**src/design/prs_consts.vh**
```
// Constants for the pixel readout sequencer and black level servo.
// Assumes a 32-bit AXI4-Lite register bus and 10-bit pixel codes.
`ifndef PRS_CONSTS_VH
`define PRS_CONSTS_VH
// ----------------------------------------------------------------
// Register byte addresses
// ----------------------------------------------------------------
`define PRS_A_CTRL 5'h00
`define PRS_A_ORIG 5'h04
`define PRS_A_BLK 5'h08
`define PRS_A_GAIN 5'h0c
`define PRS_A_STAT 5'h10
// ----------------------------------------------------------------
// Reset values
// ----------------------------------------------------------------
`define PRS_CTRL_RST 7'h41
`define PRS_BLK_RST 7'h24
`define PRS_GAIN_RST 8'hf0
// Accumulator default: offset -64 with 8 fraction bits
`define PRS_ACC_RST 19'h7c000
`define PRS_FRAC 8
// ----------------------------------------------------------------
// Control fields
// ----------------------------------------------------------------
`define PRS_B_HSHUF 0
`define PRS_B_MIRR 1
`define PRS_B_VSHUF 2
`define PRS_B_FLIP 3
`define PRS_B_STBY 6
`define PRS_M_FULL 2'h0
`define PRS_M_CROP 2'h1
`define PRS_M_SUB 2'h2
`define PRS_C_NONE 2'h0
`define PRS_C_INT 2'h1
`define PRS_C_EXT 2'h2
// ----------------------------------------------------------------
// Geometry (1-based physical addresses)
// ----------------------------------------------------------------
`define PRS_FULL_W 9'h164
`define PRS_FULL_H 9'h124
`define PRS_QTR_W 9'h0b4
`define PRS_QTR_H 9'h094
`define PRS_FULL_X 9'h005
`define PRS_FULL_Y 9'h005
`define PRS_SUB_X 9'h001
`define PRS_SUB_Y 9'h005
`define PRS_XMIN 9'h001
`define PRS_XMAX 9'h0b9
`define PRS_YMIN 9'h005
`define PRS_YMAX 9'h095
`define PRS_XCTR 9'h05d
`define PRS_YCTR 9'h04d
`define PRS_BLK_LINES 9'h004
`define PRS_BLK_SAMP 9'h080
// ----------------------------------------------------------------
// Servo and clock figures
// ----------------------------------------------------------------
`define PRS_TARGET 11'h080
`define PRS_BAND_N 11'h002
`define PRS_BAND_W 11'h004
`define PRS_DIV_FULL 3'h3
`define PRS_DIV_QTR 3'h7
`define PRS_PIX_MAX 12'h3ff
`endif

```
**src/design/prs_top.v**
```verilog
// Pixel readout sequencer with black level servo and AXI4-Lite registers.
// Assumes the pixel array answers pix_data on the same clock, valid by
// the next pixel tick after an address is issued.
`timescale 1ns/1ns
`include "prs_consts.vh"
`default_nettype none
module prs_top
(
  input wire aclk,
  input wire aresetn,
  input wire [4:0] s_axi_awaddr,
  input wire s_axi_awvalid,
  output wire s_axi_awready,
  input wire [31:0] s_axi_wdata,
  input wire [3:0] s_axi_wstrb,
  input wire s_axi_wvalid,
  output wire s_axi_wready,
  output reg [1:0] s_axi_bresp,
  output reg s_axi_bvalid,
  input wire s_axi_bready,
  input wire [4:0] s_axi_araddr,
  input wire s_axi_arvalid,
  output wire s_axi_arready,
  output reg [31:0] s_axi_rdata,
  output reg [1:0] s_axi_rresp,
  output reg s_axi_rvalid,
  input wire s_axi_rready,
  output reg [8:0] pix_col,
  output reg [8:0] pix_row,
  output reg pix_rd,
  input wire [9:0] pix_data,
  output reg [9:0] vid_data,
  output reg vid_valid,
  output reg vid_sol,
  output reg vid_sof
);
  // ----------------------------------------------------------------
  // Address order helper
  // ----------------------------------------------------------------
  // Maps a sequence index to a window offset under shuffle and reverse
  function [8:0] fn_order;
    input [8:0] i;
    input [8:0] n;
    input shuf;
    input rev;
    reg [8:0] k;
    reg [8:0] half;
    begin
      half = n >> 1;
      k = i;
      if (shuf)
        k = (i < half) ? ((i << 1) | 9'h001) : ((i - half) << 1);
      if (rev)
        k = n - 9'h001 - k;
      fn_order = k;
    end
  endfunction
  // Keeps pairs of pixels, skipping the next pair
  function [8:0] fn_sub;
    input [8:0] k;
    begin
      fn_sub = {k[7:1], 1'b0, k[0]};
    end
  endfunction
  // Clamps an origin into its legal range
  function [8:0] fn_lim;
    input [8:0] v;
    input [8:0] lo;
    input [8:0] hi;
    begin
      fn_lim = (v < lo) ? lo : ((v > hi) ? hi : v);
    end
  endfunction
  // ----------------------------------------------------------------
  // Registers
  // ----------------------------------------------------------------
  reg [6:0] ctrl; // Order bits, mode, standby
  reg [8:0] org_x; // Crop column origin as written
  reg [8:0] org_y; // Crop row origin as written
  reg [6:0] blk; // Shift, band, correction mode
  reg [9:0] ext_off; // External offset, signed
  reg [7:0] gain; // Gain setting
  reg [18:0] acc; // Servo accumulator, signed
  reg [9:0] blk_avg; // Last field black average
  wire [8:0] lim_x; // Clipped column origin
  wire [8:0] lim_y; // Clipped row origin
  assign lim_x = fn_lim(org_x, `PRS_XMIN, `PRS_XMAX);
  assign lim_y = fn_lim(org_y, `PRS_YMIN, `PRS_YMAX);
  // ----------------------------------------------------------------
  // AXI4-Lite write channel
  // ----------------------------------------------------------------
  reg aw_full; // Write address held
  reg w_full; // Write data held
  reg [4:0] aw_addr;
  reg [31:0] w_data;
  reg [3:0] w_strb;
  wire do_wr; // Both halves present, response free
  wire [31:0] wmask;
  wire [31:0] wnew_c;
  wire [31:0] wnew_o;
  wire [31:0] wnew_b;
  wire [31:0] wnew_g;
  wire wr_ok;
  assign s_axi_awready = ~aw_full & ~s_axi_bvalid;
  assign s_axi_wready = ~w_full & ~s_axi_bvalid;
  assign do_wr = aw_full & w_full & ~s_axi_bvalid;
  assign wmask = {{8{w_strb[3]}}, {8{w_strb[2]}},
                  {8{w_strb[1]}}, {8{w_strb[0]}}};
  assign wnew_c = ({25'h0, ctrl} & ~wmask) | (w_data & wmask);
  assign wnew_o = ({7'h0, org_y, 7'h0, org_x} & ~wmask) | (w_data & wmask);
  assign wnew_b = ({6'h0, ext_off, 9'h0, blk} & ~wmask) | (w_data & wmask);
  assign wnew_g = ({24'h0, gain} & ~wmask) | (w_data & wmask);
  assign wr_ok = (aw_addr[4:2] <= `PRS_A_GAIN >> 2);
  // Wake from standby, or a gain change, restarts the servo
  wire wake;
  wire gain_chg;
  assign wake = do_wr && aw_addr[4:2] == `PRS_A_CTRL >> 2 &&
                ctrl[`PRS_B_STBY] && !wnew_c[`PRS_B_STBY];
  assign gain_chg = do_wr && aw_addr[4:2] == `PRS_A_GAIN >> 2 &&
                    wnew_g[7:0] != gain;
  // Captures the two write halves in either order, then commits
  always @(posedge aclk)
  begin
    if (!aresetn)
    begin
      aw_full <= 1'b0;
      w_full <= 1'b0;
      aw_addr <= 5'h00;
      w_data <= 32'h0;
      w_strb <= 4'h0;
      s_axi_bvalid <= 1'b0;
      s_axi_bresp <= 2'h0;
      ctrl <= `PRS_CTRL_RST;
      org_x <= `PRS_XCTR;
      org_y <= `PRS_YCTR;
      blk <= `PRS_BLK_RST;
      ext_off <= 10'h000;
      gain <= `PRS_GAIN_RST;
    end
    else
    begin
      if (s_axi_awvalid && s_axi_awready)
      begin
        aw_full <= 1'b1;
        aw_addr <= s_axi_awaddr;
      end
      if (s_axi_wvalid && s_axi_wready)
      begin
        w_full <= 1'b1;
        w_data <= s_axi_wdata;
        w_strb <= s_axi_wstrb;
      end
      if (do_wr)
      begin
        aw_full <= 1'b0;
        w_full <= 1'b0;
        s_axi_bvalid <= 1'b1;
        s_axi_bresp <= wr_ok ? 2'h0 : 2'h2; // Read-only or unmapped: SLVERR
        case (aw_addr[4:2])
          `PRS_A_CTRL >> 2:
          begin
            ctrl <= wnew_c[6:0];
            // Each entry into crop mode centres the window
            if (wnew_c[5:4] == `PRS_M_CROP && ctrl[5:4] != `PRS_M_CROP)
            begin
              org_x <= `PRS_XCTR;
              org_y <= `PRS_YCTR;
            end
          end
          `PRS_A_ORIG >> 2:
          begin
            org_x <= wnew_o[8:0];
            org_y <= wnew_o[24:16];
          end
          `PRS_A_BLK >> 2:
          begin
            blk <= wnew_b[6:0];
            ext_off <= wnew_b[25:16];
          end
          `PRS_A_GAIN >> 2:
            gain <= wnew_g[7:0];
          default:
            gain <= gain; // Read-only or unmapped: no effect
        endcase
      end
      else if (s_axi_bvalid && s_axi_bready)
        s_axi_bvalid <= 1'b0;
    end
  end
  // ----------------------------------------------------------------
  // AXI4-Lite read channel
  // ----------------------------------------------------------------
  assign s_axi_arready = ~s_axi_rvalid;
  // Answers one cycle after the address is taken
  always @(posedge aclk)
  begin
    if (!aresetn)
    begin
      s_axi_rvalid <= 1'b0;
      s_axi_rdata <= 32'h0;
      s_axi_rresp <= 2'h0;
    end
    else if (s_axi_arvalid && s_axi_arready)
    begin
      s_axi_rvalid <= 1'b1;
      s_axi_rresp <= 2'h0;
      case (s_axi_araddr[4:2])
        `PRS_A_CTRL >> 2:
          s_axi_rdata <= {25'h0, ctrl};
        `PRS_A_ORIG >> 2:
          s_axi_rdata <= {7'h0, lim_y, 7'h0, lim_x};
        `PRS_A_BLK >> 2:
          s_axi_rdata <= {6'h0, ext_off, 9'h0, blk};
        `PRS_A_GAIN >> 2:
          s_axi_rdata <= {24'h0, gain};
        `PRS_A_STAT >> 2:
          s_axi_rdata <= {6'h0, blk_avg, 5'h0, acc[18:`PRS_FRAC]};
        default:
        begin
          s_axi_rdata <= 32'h0;
          s_axi_rresp <= 2'h2; // Unmapped: SLVERR
        end
      endcase
    end
    else if (s_axi_rvalid && s_axi_rready)
      s_axi_rvalid <= 1'b0;
  end
  // ----------------------------------------------------------------
  // Pixel clock divider
  // ----------------------------------------------------------------
  reg [6:0] fcfg; // Ordering and mode latched per field
  reg [2:0] div_cnt;
  wire qtr; // Either quarter-size mode
  wire [2:0] div_end;
  wire tick; // Pixel rate strobe
  assign qtr = fcfg[5:4] == `PRS_M_CROP || fcfg[5:4] == `PRS_M_SUB;
  assign div_end = qtr ? `PRS_DIV_QTR : `PRS_DIV_FULL;
  assign tick = (div_cnt == div_end) & ~ctrl[`PRS_B_STBY];
  // Counts system clocks per pixel; idle in standby
  always @(posedge aclk)
  begin
    if (!aresetn || ctrl[`PRS_B_STBY])
      div_cnt <= 3'h0;
    else if (tick)
      div_cnt <= 3'h0;
    else
      div_cnt <= div_cnt + 3'h1;
  end
  // ----------------------------------------------------------------
  // Scan counters and address generation
  // ----------------------------------------------------------------
  reg [8:0] col_i; // Sequence index within a line
  reg [8:0] line_i; // Line index, black lines first
  reg [8:0] ox; // Origin latched per field
  reg [8:0] oy;
  wire [8:0] win_w;
  wire [8:0] win_h;
  wire in_blk; // Current line is a black line
  wire [8:0] vis_i; // Visible row index
  wire [8:0] ck; // Column offset after ordering
  wire [8:0] rk; // Row offset after ordering
  wire [8:0] next_col;
  wire [8:0] next_row;
  wire line_end;
  wire field_end;
  assign win_w = qtr ? `PRS_QTR_W : `PRS_FULL_W;
  assign win_h = qtr ? `PRS_QTR_H : `PRS_FULL_H;
  assign in_blk = line_i < `PRS_BLK_LINES;
  assign vis_i = line_i - `PRS_BLK_LINES;
  // Orderings stack: shuffle first, then reversal
  assign ck = fn_order(col_i, win_w, fcfg[`PRS_B_HSHUF],
                       fcfg[`PRS_B_MIRR]);
  assign rk = fn_order(vis_i, win_h, fcfg[`PRS_B_VSHUF],
                       fcfg[`PRS_B_FLIP]);
  // Origin is the top-left corner whatever the order bits
  assign next_col = (fcfg[5:4] == `PRS_M_SUB) ? `PRS_SUB_X + fn_sub(ck) :
                    ox + ck;
  assign next_row = in_blk ? line_i + 9'h001 :
                    (fcfg[5:4] == `PRS_M_SUB) ? `PRS_SUB_Y + fn_sub(rk) :
                    oy + rk;
  assign line_end = col_i == win_w - 9'h001;
  assign field_end = line_end && line_i == win_h + `PRS_BLK_LINES - 9'h001;
  // Steps through the field one pixel per tick
  always @(posedge aclk)
  begin
    if (!aresetn)
    begin
      col_i <= 9'h000;
      line_i <= 9'h000;
      fcfg <= `PRS_CTRL_RST;
      ox <= `PRS_FULL_X;
      oy <= `PRS_FULL_Y;
    end
    else if (ctrl[`PRS_B_STBY])
    begin
      // Idle: order and mode are taken here, so set them before waking
      col_i <= 9'h000;
      line_i <= 9'h000;
      fcfg <= ctrl;
      ox <= (ctrl[5:4] == `PRS_M_CROP) ? lim_x : `PRS_FULL_X;
      oy <= (ctrl[5:4] == `PRS_M_CROP) ? lim_y : `PRS_FULL_Y;
    end
    else if (tick)
    begin
      col_i <= line_end ? 9'h000 : col_i + 9'h001;
      if (line_end)
        line_i <= field_end ? 9'h000 : line_i + 9'h001;
      // Settings change only at a field boundary
      if (field_end)
      begin
        fcfg <= ctrl;
        ox <= (ctrl[5:4] == `PRS_M_CROP) ? lim_x : `PRS_FULL_X;
        oy <= (ctrl[5:4] == `PRS_M_CROP) ? lim_y : `PRS_FULL_Y;
      end
    end
  end
  // ----------------------------------------------------------------
  // Array access pipeline
  // ----------------------------------------------------------------
  reg p_vis; // Previous address was a visible pixel
  reg p_samp; // Previous address feeds the servo
  reg p_sol;
  reg p_sof;
  // Issues the address, tags it for the next tick
  always @(posedge aclk)
  begin
    // Standby clears the tags so no stale pixel leaks out on waking
    if (!aresetn || ctrl[`PRS_B_STBY])
    begin
      pix_col <= 9'h000;
      pix_row <= 9'h000;
      pix_rd <= 1'b0;
      p_vis <= 1'b0;
      p_samp <= 1'b0;
      p_sol <= 1'b0;
      p_sof <= 1'b0;
    end
    else
    begin
      pix_rd <= tick;
      if (tick)
      begin
        pix_col <= next_col;
        pix_row <= next_row;
        p_vis <= ~in_blk;
        // Only the middle two of four black lines are sampled
        p_samp <= (line_i == 9'h001 || line_i == 9'h002) &&
                  col_i < `PRS_BLK_SAMP;
        p_sol <= ~in_blk && col_i == 9'h000;
        p_sof <= line_i == `PRS_BLK_LINES && col_i == 9'h000;
      end
    end
  end
  // ----------------------------------------------------------------
  // Black level servo
  // ----------------------------------------------------------------
  reg [17:0] blk_sum; // Sum of sampled black pixels
  wire [9:0] avg; // Mean over 256 samples
  wire signed [10:0] err;
  wire [10:0] err_mag;
  wire [10:0] band;
  wire signed [18:0] step;
  wire upd; // End of black lines in this field
  assign avg = blk_sum[17:8];
  assign err = $signed(`PRS_TARGET) - $signed({1'b0, avg});
  assign err_mag = err[10] ? -err : err;
  assign band = blk[4] ? `PRS_BAND_W : `PRS_BAND_N;
  assign step = $signed({{8{err[10]}}, err} <<< `PRS_FRAC) >>> blk[3:0];
  assign upd = tick && line_i == `PRS_BLK_LINES && col_i == 9'h000;
  // Plain integrator with a dead band, updated once per field
  always @(posedge aclk)
  begin
    if (!aresetn || wake || gain_chg)
    begin
      acc <= `PRS_ACC_RST;
      blk_sum <= 18'h0;
      blk_avg <= 10'h000;
    end
    else if (upd)
    begin
      blk_avg <= avg;
      blk_sum <= 18'h0;
      if (err_mag > band)
        acc <= acc + step;
    end
    else if (tick && p_samp)
      blk_sum <= blk_sum + {8'h0, pix_data};
  end
  // ----------------------------------------------------------------
  // Offset application and video output
  // ----------------------------------------------------------------
  reg [9:0] sel_off; // Signed offset added to each pixel
  wire signed [11:0] corr;
  // Chooses the offset source
  always @*
  begin
    case (blk[6:5])
      `PRS_C_INT: sel_off = acc[`PRS_FRAC+9:`PRS_FRAC];
      `PRS_C_EXT: sel_off = ext_off;
      default: sel_off = 10'h000;
    endcase
  end
  // Negative offset is the pedestal being subtracted
  assign corr = $signed({2'b00, pix_data}) +
                $signed({{2{sel_off[9]}}, sel_off});
  // Saturates the corrected code into the output range
  always @(posedge aclk)
  begin
    if (!aresetn)
    begin
      vid_data <= 10'h000;
      vid_valid <= 1'b0;
      vid_sol <= 1'b0;
      vid_sof <= 1'b0;
    end
    else
    begin
      vid_valid <= tick & p_vis;
      vid_sol <= tick & p_sol;
      vid_sof <= tick & p_sof;
      if (tick && p_vis)
      begin
        if (corr < 0)
          vid_data <= 10'h000;
        else if (corr > $signed(`PRS_PIX_MAX))
          vid_data <= 10'h3ff;
        else
          vid_data <= corr[9:0];
      end
    end
  end
endmodule
`default_nettype wire

```
**config.mk**
```make
export PLATFORM = sky130hd
export DESIGN_NAME = prs_top
export DESIGN_NICKNAME = d
export VERILOG_FILES = /design/src/design/prs_top.v
export VERILOG_INCLUDE_DIRS = /design/src /design/src/design
export SDC_FILE = /design/constraint.sdc
export NUM_CORES = 1
export LEC_CHECK = 0
export BUFFER_PORTS_ARGS = -buffer_cell sky130_fd_sc_hd__buf_2
export CAP_MARGIN = 20
export CORE_ASPECT_RATIO = 1.5
export CORE_MARGIN = 2
export CORE_UTILIZATION = 45
export DETAILED_ROUTE_END_ITERATION = 16
export GPL_TIMING_DRIVEN = 0
export HOLD_SLACK_MARGIN = 0.15
export PLACE_DENSITY = 0.64
export SETUP_SLACK_MARGIN = 0.2
export SLEW_MARGIN = 20
export SYNTH_ARGS = -nofsm -noshare
export SYNTH_HDL_FRONTEND = slang
export SYNTH_SLANG_ARGS = --single-unit
```
**constraint.sdc**
```tcl
create_clock -name aclk -period 5.7 [get_ports aclk]
set_input_delay 0.285 -clock aclk [delete_from_list [all_inputs] [get_ports aclk]]
set_output_delay 0.285 -clock aclk [all_outputs]
set_load 0.02 [all_outputs]
```
Word-level counts from Yosys, hierarchy flattened
Cells that the tools add are included.
{ "word_totals": {"word_cells": 208, "output_inout_bits": 73, "ff_bits": 253} }
{ "op_classes": {"n_shift": 1, "eq_ne": 22, "order_cmp": 12, "reduce_logical": 46, "bitwise": 25, "n_mux": 45, "add_sub_neg": 21} }
{ "ops": {"columns": ["cell", "count"], "rows": [
  ["2-to-1 mux 9 bit", 27],
  ["one-hot mux 26 bit (5 select lines)", 1],
  ["bitwise AND 26 bit", 2],
  ["one-hot mux 9 bit (2 select lines)", 2],
  ["subtractor 9 x 1 -> 9 bit, second input constant", 3],
  ["inverter 26 bit", 1],
  ["OR 26 bit", 1],
  ["bitwise AND 25 bit", 1],
  ["OR 25 bit", 1],
  ["2-to-1 mux 10 bit", 2],
  ["one-hot mux 10 bit (2 select lines)", 1],
  ["adder 19 bit", 1],
  ["logical AND 1 bit", 19],
  [">>> shifter 19 x 4 -> 19 bit", 1],
  ["adder 18 x 10 -> 18 bit", 1],
  ["adder 9 x 1 -> 9 bit, second input constant", 2],
  ["adder 9 bit", 2],
  ["== test 9 bit", 2],
  ["> comparator 9 x 8 -> 1 bit, second input constant", 2],
  ["< comparator 9 x 3 -> 1 bit, second input constant", 2],
  ["< comparator 9 x 8 -> 1 bit", 2],
  ["2-to-1 mux 6 bit", 3],
  ["subtractor 9 bit", 2],
  ["subtractor 8 bit", 2],
  ["other kinds (44)", 89]
]} }

Longest topological paths before layout
{ "logic_depth": {"depth_word": 11, "ltp_mapped": 27, "mapped_depth_nobuf": 26} }

Least setup slack after synthesis
OpenSTA, ideal clock, no wires.
{ "synth_timing": {"path_type": "register to register", "from": "reg fcfg[4]", "to": "reg pix_col[8]", "stages_incl_launch_ff": 27, "period_less_slack_ns": 5.678, "setup_ns": 0.126, "setup_slack_ns": 0.022, "t_arrival_ns": 5.552, "path_cell_list": "dfxtp_1 inv_1 ha_1 clkbuf_1 inv_1 ha_1 nand2_1 o21ba_2 o21a_1 o21ai_0 nand2_1 o211ai_1 o21ai_0 ha_1 nand3_1 a211o_1 o211ai_1 a31oi_1 or4b_2 nand3_1 ha_1 a21o_1 a31oi_1 xor3_1 a21o_1 a311oi_1 nor3_1"} }
{ "synth_via": {"elab_chain_cells": 10, "word_cells_on_any_way": 17, "classes_between": "5 x add/sub; 1 x order compare; 3 x eq/ne; 6 x mux; 1 x bitwise; 1 x reduce/logical"} }
{ "synth_rtl": {"columns": ["element", "line", "rtl"], "rows": [
  ["start: declaration", "prs_top.v:231", "reg [6:0] fcfg;"],
  ["start signal: assignment", "prs_top.v:290", "fcfg <= `PRS_CTRL_RST;"],
  ["start signal: assignment", "prs_top.v:299", "fcfg <= ctrl;"],
  ["start signal: assignment", "prs_top.v:311", "fcfg <= ctrl;"],
  ["== test 2 x 1 -> 1 bit (no line) / == test 2 bit (equally long branches)", null, null],
  ["logical OR 1 bit (no line)", null, null],
  ["2-to-1 mux 9 bit (no line)", null, null],
  ["subtractor 8 bit / < comparator 9 x 8 -> 1 bit (equally long branches)", "prs_top.v:52", "k = (i < half) ? ((i << 1) | 9'h001) : ((i - half) << 1);"],
  ["2-to-1 mux 9 bit", "prs_top.v:52", null],
  ["2-to-1 mux 9 bit", "prs_top.v:51", "if (shuf)"],
  ["subtractor 9 bit", "prs_top.v:54", "k = n - 9'h001 - k;"],
  ["2-to-1 mux 9 bit", "prs_top.v:53", "if (rev)"],
  ["adder 9 bit / adder 1 x 9 -> 9 bit (equally long branches)", null, null],
  ["2-to-1 mux 9 bit", "prs_top.v:276", "assign next_col = (fcfg[5:4] == `PRS_M_SUB) ? `PRS_SUB_X + fn_sub(ck) :"],
  ["end signal: assignment", "prs_top.v:343", "pix_col <= next_col;"],
  ["end: declaration", "prs_top.v:28", "output reg [8:0] pix_col,"]
]} }
Several ways; a longest one is shown, not always the timed one.
A chain may end at the register's enable or synchronous reset.

Final worst setup path
{ "layout_timing": {"from": "reg blk_sum[13]", "to": "reg acc[18]"} }
{ "layout_via": {"elab_chain_cells": 5, "word_cells_on_any_way": 7, "classes_between": "3 x add/sub; 1 x order compare; 1 x shift; 1 x mux; 1 x reduce/logical"} }
{ "layout_rtl": {"columns": ["element", "line", "rtl"], "rows": [
  ["start: declaration", "prs_top.v:357", "reg [17:0] blk_sum;"],
  ["start signal: assignment", "prs_top.v:387", "blk_sum <= blk_sum + {8'h0, pix_data};"],
  ["subtractor 8 x 10 -> 11 bit (*)", "prs_top.v:365", "assign err = $signed(`PRS_TARGET) - $signed({1'b0, avg});"],
  ["negator 11 bit", "prs_top.v:366", "assign err_mag = err[10] ? -err : err;"],
  ["2-to-1 mux 11 bit", "prs_top.v:366", null],
  ["> comparator 11 x 3 -> 1 bit", "prs_top.v:383", "if (err_mag > band)"],
  ["AND reduction 2 bit (no line)", null, null],
  ["end signal: assignment", "prs_top.v:375", "acc <= `PRS_ACC_RST;"],
  ["end signal: assignment", "prs_top.v:384", "acc <= acc + step;"],
  ["end: declaration", "prs_top.v:83", "reg [18:0] acc;"]
]} }
Every way passes the cells marked *; elsewhere a longest branch is shown, timed or not.

==> impl_metrics.yaml <==
outcome:
  result_of_the_run: "completed"
logic_synthesis:
  mean_syn_cell_area_um2: 8.02
  post_synth_inst_count: 1860
  seq_area_frac_synth: 0.310
  synth_top_flop_cell: "sky130_fd_sc_hd__dfxtp_1"
  synth_edf_count: 0
  yosys_warnings: 0
  async_reset_ff_frac: 0
  ys_seq_elements: 231
  netlist_area_um2: 14900
  synth_cell_types: 94
global_route:
  grt_first_pass_wirelength_um: 73900
  globalRoute.busiestLayer: "met2"
  grt_overflow_total: 0
  use_met1: 0.292
  number_of_antenna_violations_at_the_first_check_in_global_routing: 2
  maximum_number_of_pins_on_one_net_before_global_route_repair: 15
  grt_util_met3: 0.0369
  via_count_of_the_first_global_routing_pass: 14000
  grt_usage: 0.264
  global_route.usage.met2: 0.496
floorplanning:
  die_footprint_um2: 34600
  floorplan.initialDensity: 0.457
  design.portCount: 136
  die_height_um: 227
  die_span_x_um: 153
  num_rows: 81
  fp.coreArea_um2: 32600
setup_path:
  startpoint_type: "flip-flop"
  cp_data_required_time_ps: 6140
  type_of_the_worst_setup_path: "flip-flop to flip-flop"
  cp-end-kind: "flip-flop"
  cp.arrival_ps: 5790
  cp_max_fo: 8
power_and_ir_drop:
  irDropWorstVdd_mv: 0.200
  fin_total_pwr_mw: 3.80
  share_clk_of_total_power: 0.503
  netSwitchingFraction: 0.235
  cellPowerDensity_nw_per_um2: 215
  comb_power_frac: 0.062
  total_switching_power_uw: 895
  p_leak_nw: 7.29
  pwr-share-seq: 0.435
  p_int_mw: 2.91
final_layout:
  post_route_cells_drive_above_1_share: 0.136
  final_nets: 2211
  antenna-diode-count: 0
  instances_no_fill: 2484
  num-fill-cells: 3113
  area_growth_pct: 18.5
sta:
  finalSetupTns_ps: 0
  fin_crit_sh: 0.939
  worst_pin_slew_ps: 1020
  worst_clock_skew_ps: 28.8
  setup_viol: 0
  hold_viol_final: 0
  timing.final.max_slew_violations: 0
  highest_clock_rate_mhz: 187
  setup_slack_of_the_critical_path_after_layout_ps: 345
  timing.max_slew.rel_slack: 0.318
  grt_setup_unrepaired: "yes"
  fin_crit_ps: 5350
routing:
  vias: 14100
  drt-initial-drc-count: 781
  avgViaCountPerCell: 5.69
  totalWireLength_um: 46400
  post-route-drc-count: 0
  wl_per_cell_um: 18.7
  drt.antenna.violating_nets: 0
  drt_pass1_iterations: 5
clock_network:
  htreeDepth: 1
  cts_root_buf: "sky130_fd_sc_hd__clkbuf_16"
  clkTransAtPathRegs_ps: 70
  numClockSinks: 231
  cts-buffers-inserted: 26
  tritoncts: "done"
  clock_tree.buffer_depth: 3
  clkLatencyLatePin_ps: 570
placement:
  hpwl_um: 35500
  gpl.final_weighted_congestion: 0.912
  placed_cells: 2392
  port_buffer_count: 105
  pre_cts_slack_ps: -1100
hold_path:
  hold_class: "primary input to flip-flop"
run:
  maxCapViolCount: 0
==> cell families after synthesis <==
logic type / after synthesis / share of synthesized area
simple gates: 676 / 0.214
compound gates: 488 / 0.217
other cells: 1 / 0.000252
mux: 80 / 0.0587
buf+inv: 185 / 0.0548
xor+xnor: 100 / 0.0603
fa+ha+maj: 99 / 0.0856
flops: 231 / 0.310
==> sequential cells by signal, summed over array words and instances (netlist names), 3 cells and up, named ones only <==
signal	count
w_data	19
blk_sum	18
acc	19
w_strb	4
ox	9
blk_avg	10
line_i	9
org_x	9
aw_addr	3
pix_col	9
pix_row	9
div_cnt	3
fcfg	6
vid_data	10
org_y	9
s_axi_rdata	21
gain	8
oy	9
col_i	9
ctrl	3
==> metrics by stage <==
step	cell area, µm²	hold WS [ps]	util
floorplan	15000	408	-
global placement	16000	423	0.490
detailed placement	16000	430	0.490
CTS	17400	163	0.534
global route	17700	212	0.541
finish	17700	186	0.541
==> synth_stat cells (17+ instances only) <==
cell,n,area share
sky130_fd_sc_hd__a21oi_1,117,0.039
sky130_fd_sc_hd__a21boi_0,52,0.026
sky130_fd_sc_hd__ha_1,94,0.079
sky130_fd_sc_hd__nor3_1,36,0.012
sky130_fd_sc_hd__nor2_1,164,0.041
sky130_fd_sc_hd__and2_1,27,0.011
sky130_fd_sc_hd__nor2b_1,52,0.022
sky130_fd_sc_hd__mux2i_1,66,0.044
sky130_fd_sc_hd__a21o_1,17,0.0086
sky130_fd_sc_hd__nand2_1,230,0.058
sky130_fd_sc_hd__xnor2_1,55,0.032
sky130_fd_sc_hd__o211ai_1,23,0.012
sky130_fd_sc_hd__xor2_1,43,0.025
sky130_fd_sc_hd__inv_1,71,0.018
sky130_fd_sc_hd__a22oi_1,36,0.018
sky130_fd_sc_hd__o22ai_1,23,0.0097
sky130_fd_sc_hd__dfxtp_1,231,0.31
sky130_fd_sc_hd__nand3_1,71,0.024
sky130_fd_sc_hd__clkbuf_1,82,0.021
sky130_fd_sc_hd__o21ai_0,102,0.034
==> critical path, cell delays in order (launching register included) <==
cell                        delay, ps
sky130_fd_sc_hd__dfxtp_1          290
sky130_fd_sc_hd__buf_2            170
sky130_fd_sc_hd__or4_4            540
sky130_fd_sc_hd__or2_1            310
sky130_fd_sc_hd__a21oi_2          200
sky130_fd_sc_hd__xnor2_2          140
sky130_fd_sc_hd__mux2_2           330
sky130_fd_sc_hd__nand2_1           70
sky130_fd_sc_hd__o21ai_0          160
sky130_fd_sc_hd__mux2i_1          300
sky130_fd_sc_hd__o22ai_1          130
sky130_fd_sc_hd__ha_1             330
sky130_fd_sc_hd__a21o_1           200
sky130_fd_sc_hd__a21o_1           240
sky130_fd_sc_hd__a2111oi_4        390
sky130_fd_sc_hd__o31ai_4          150
sky130_fd_sc_hd__or4_1            490
sky130_fd_sc_hd__a31o_2           220
sky130_fd_sc_hd__a21oi_2          150
sky130_fd_sc_hd__xnor2_1          180
sky130_fd_sc_hd__nor3_1            80
sky130_fd_sc_hd__nand3b_1         160
==> metal layers <==
layer  share of wire  vias up
met5         0.00065        -
li1                -     6949
met1            0.39     6683
met4           0.047        4
met2            0.51      378
met3           0.047      127
==> power by group through the flow <==
stage                     combinational [mW]  sequential (mW)  clock, mW
after detailed placement               0.212             1.69          0
after CTS                              0.231             1.65       1.94
after floorplan                        0.136             1.69          0
after global routing                   0.257             1.66       2.01
final                                  0.234             1.65       1.91
after global placement                 0.209             1.69          0
==> path summary, 6_finish.rpt <==
path	start	end	slack [ps]	cells past startpoint
max	blk_sum[13]$_SDFFE_PP0P_	acc[18]$_SDFFE_PP1P_	350	21
min	pix_data[0]	blk_sum[0]$_SDFFE_PP0P_	190	4
max reg2reg	blk_sum[13]$_SDFFE_PP0P_	acc[18]$_SDFFE_PP1P_	350	21
min reg2reg	div_cnt[0]$_SDFF_PP0_	div_cnt[0]$_SDFF_PP0_	440	1
==> final cells by class <==
cell class,instances,area [µm²],area share
plain buffers,113,567,0.0321
clock buffers,30,686,0.0388
clock inverters,18,283,0.0160
inverters,72,275,0.0156
multi-input cells,1456,9760,0.553
flip-flops and latches,231,4630,0.262
well taps,415,519,0.0294
repair buffers,149,936,0.0530
==> timing repair <==
item                                    4_1_cts  5_1_grt
pin swaps                                     6        9
hold buffers                                 32        0
hold endpoints to repair                     28        0
gates resized for setup                      22       42
buffers inserted                              7        5
endpoints found under the setup margin       13        5
gates cloned                                  0        0
==> placed cells by master, fill, tap and decap left out, drive strengths merged, types with 8 or more instances in the layout <==
master	netlist	layout
nand3	71	71
o311ai	8	8
nor2b	52	52
or2	8	8
clkbuf	88	115
and2	31	31
mux2	9	9
nor2	166	166
o21ai	104	104
buf	25	145
nand2	230	230
a22oi	36	36
a21boi	52	52
ha	94	94
o21a	10	10
a21oi	117	117
nor4	12	12
a211oi	12	12
clkinv	1	10
conb	1	13
a21o	17	17
dlygate4sd3	0	32
or3	10	10
nor3	37	37
xnor2	55	55
and3	16	16
dfxtp	231	231
o22ai	23	23
nand2b	15	15
a31oi	11	11
inv	71	71
xor2	44	44
o211ai	24	24
mux2i	66	66
Note: power is estimated with default switching activity, not from simulation.
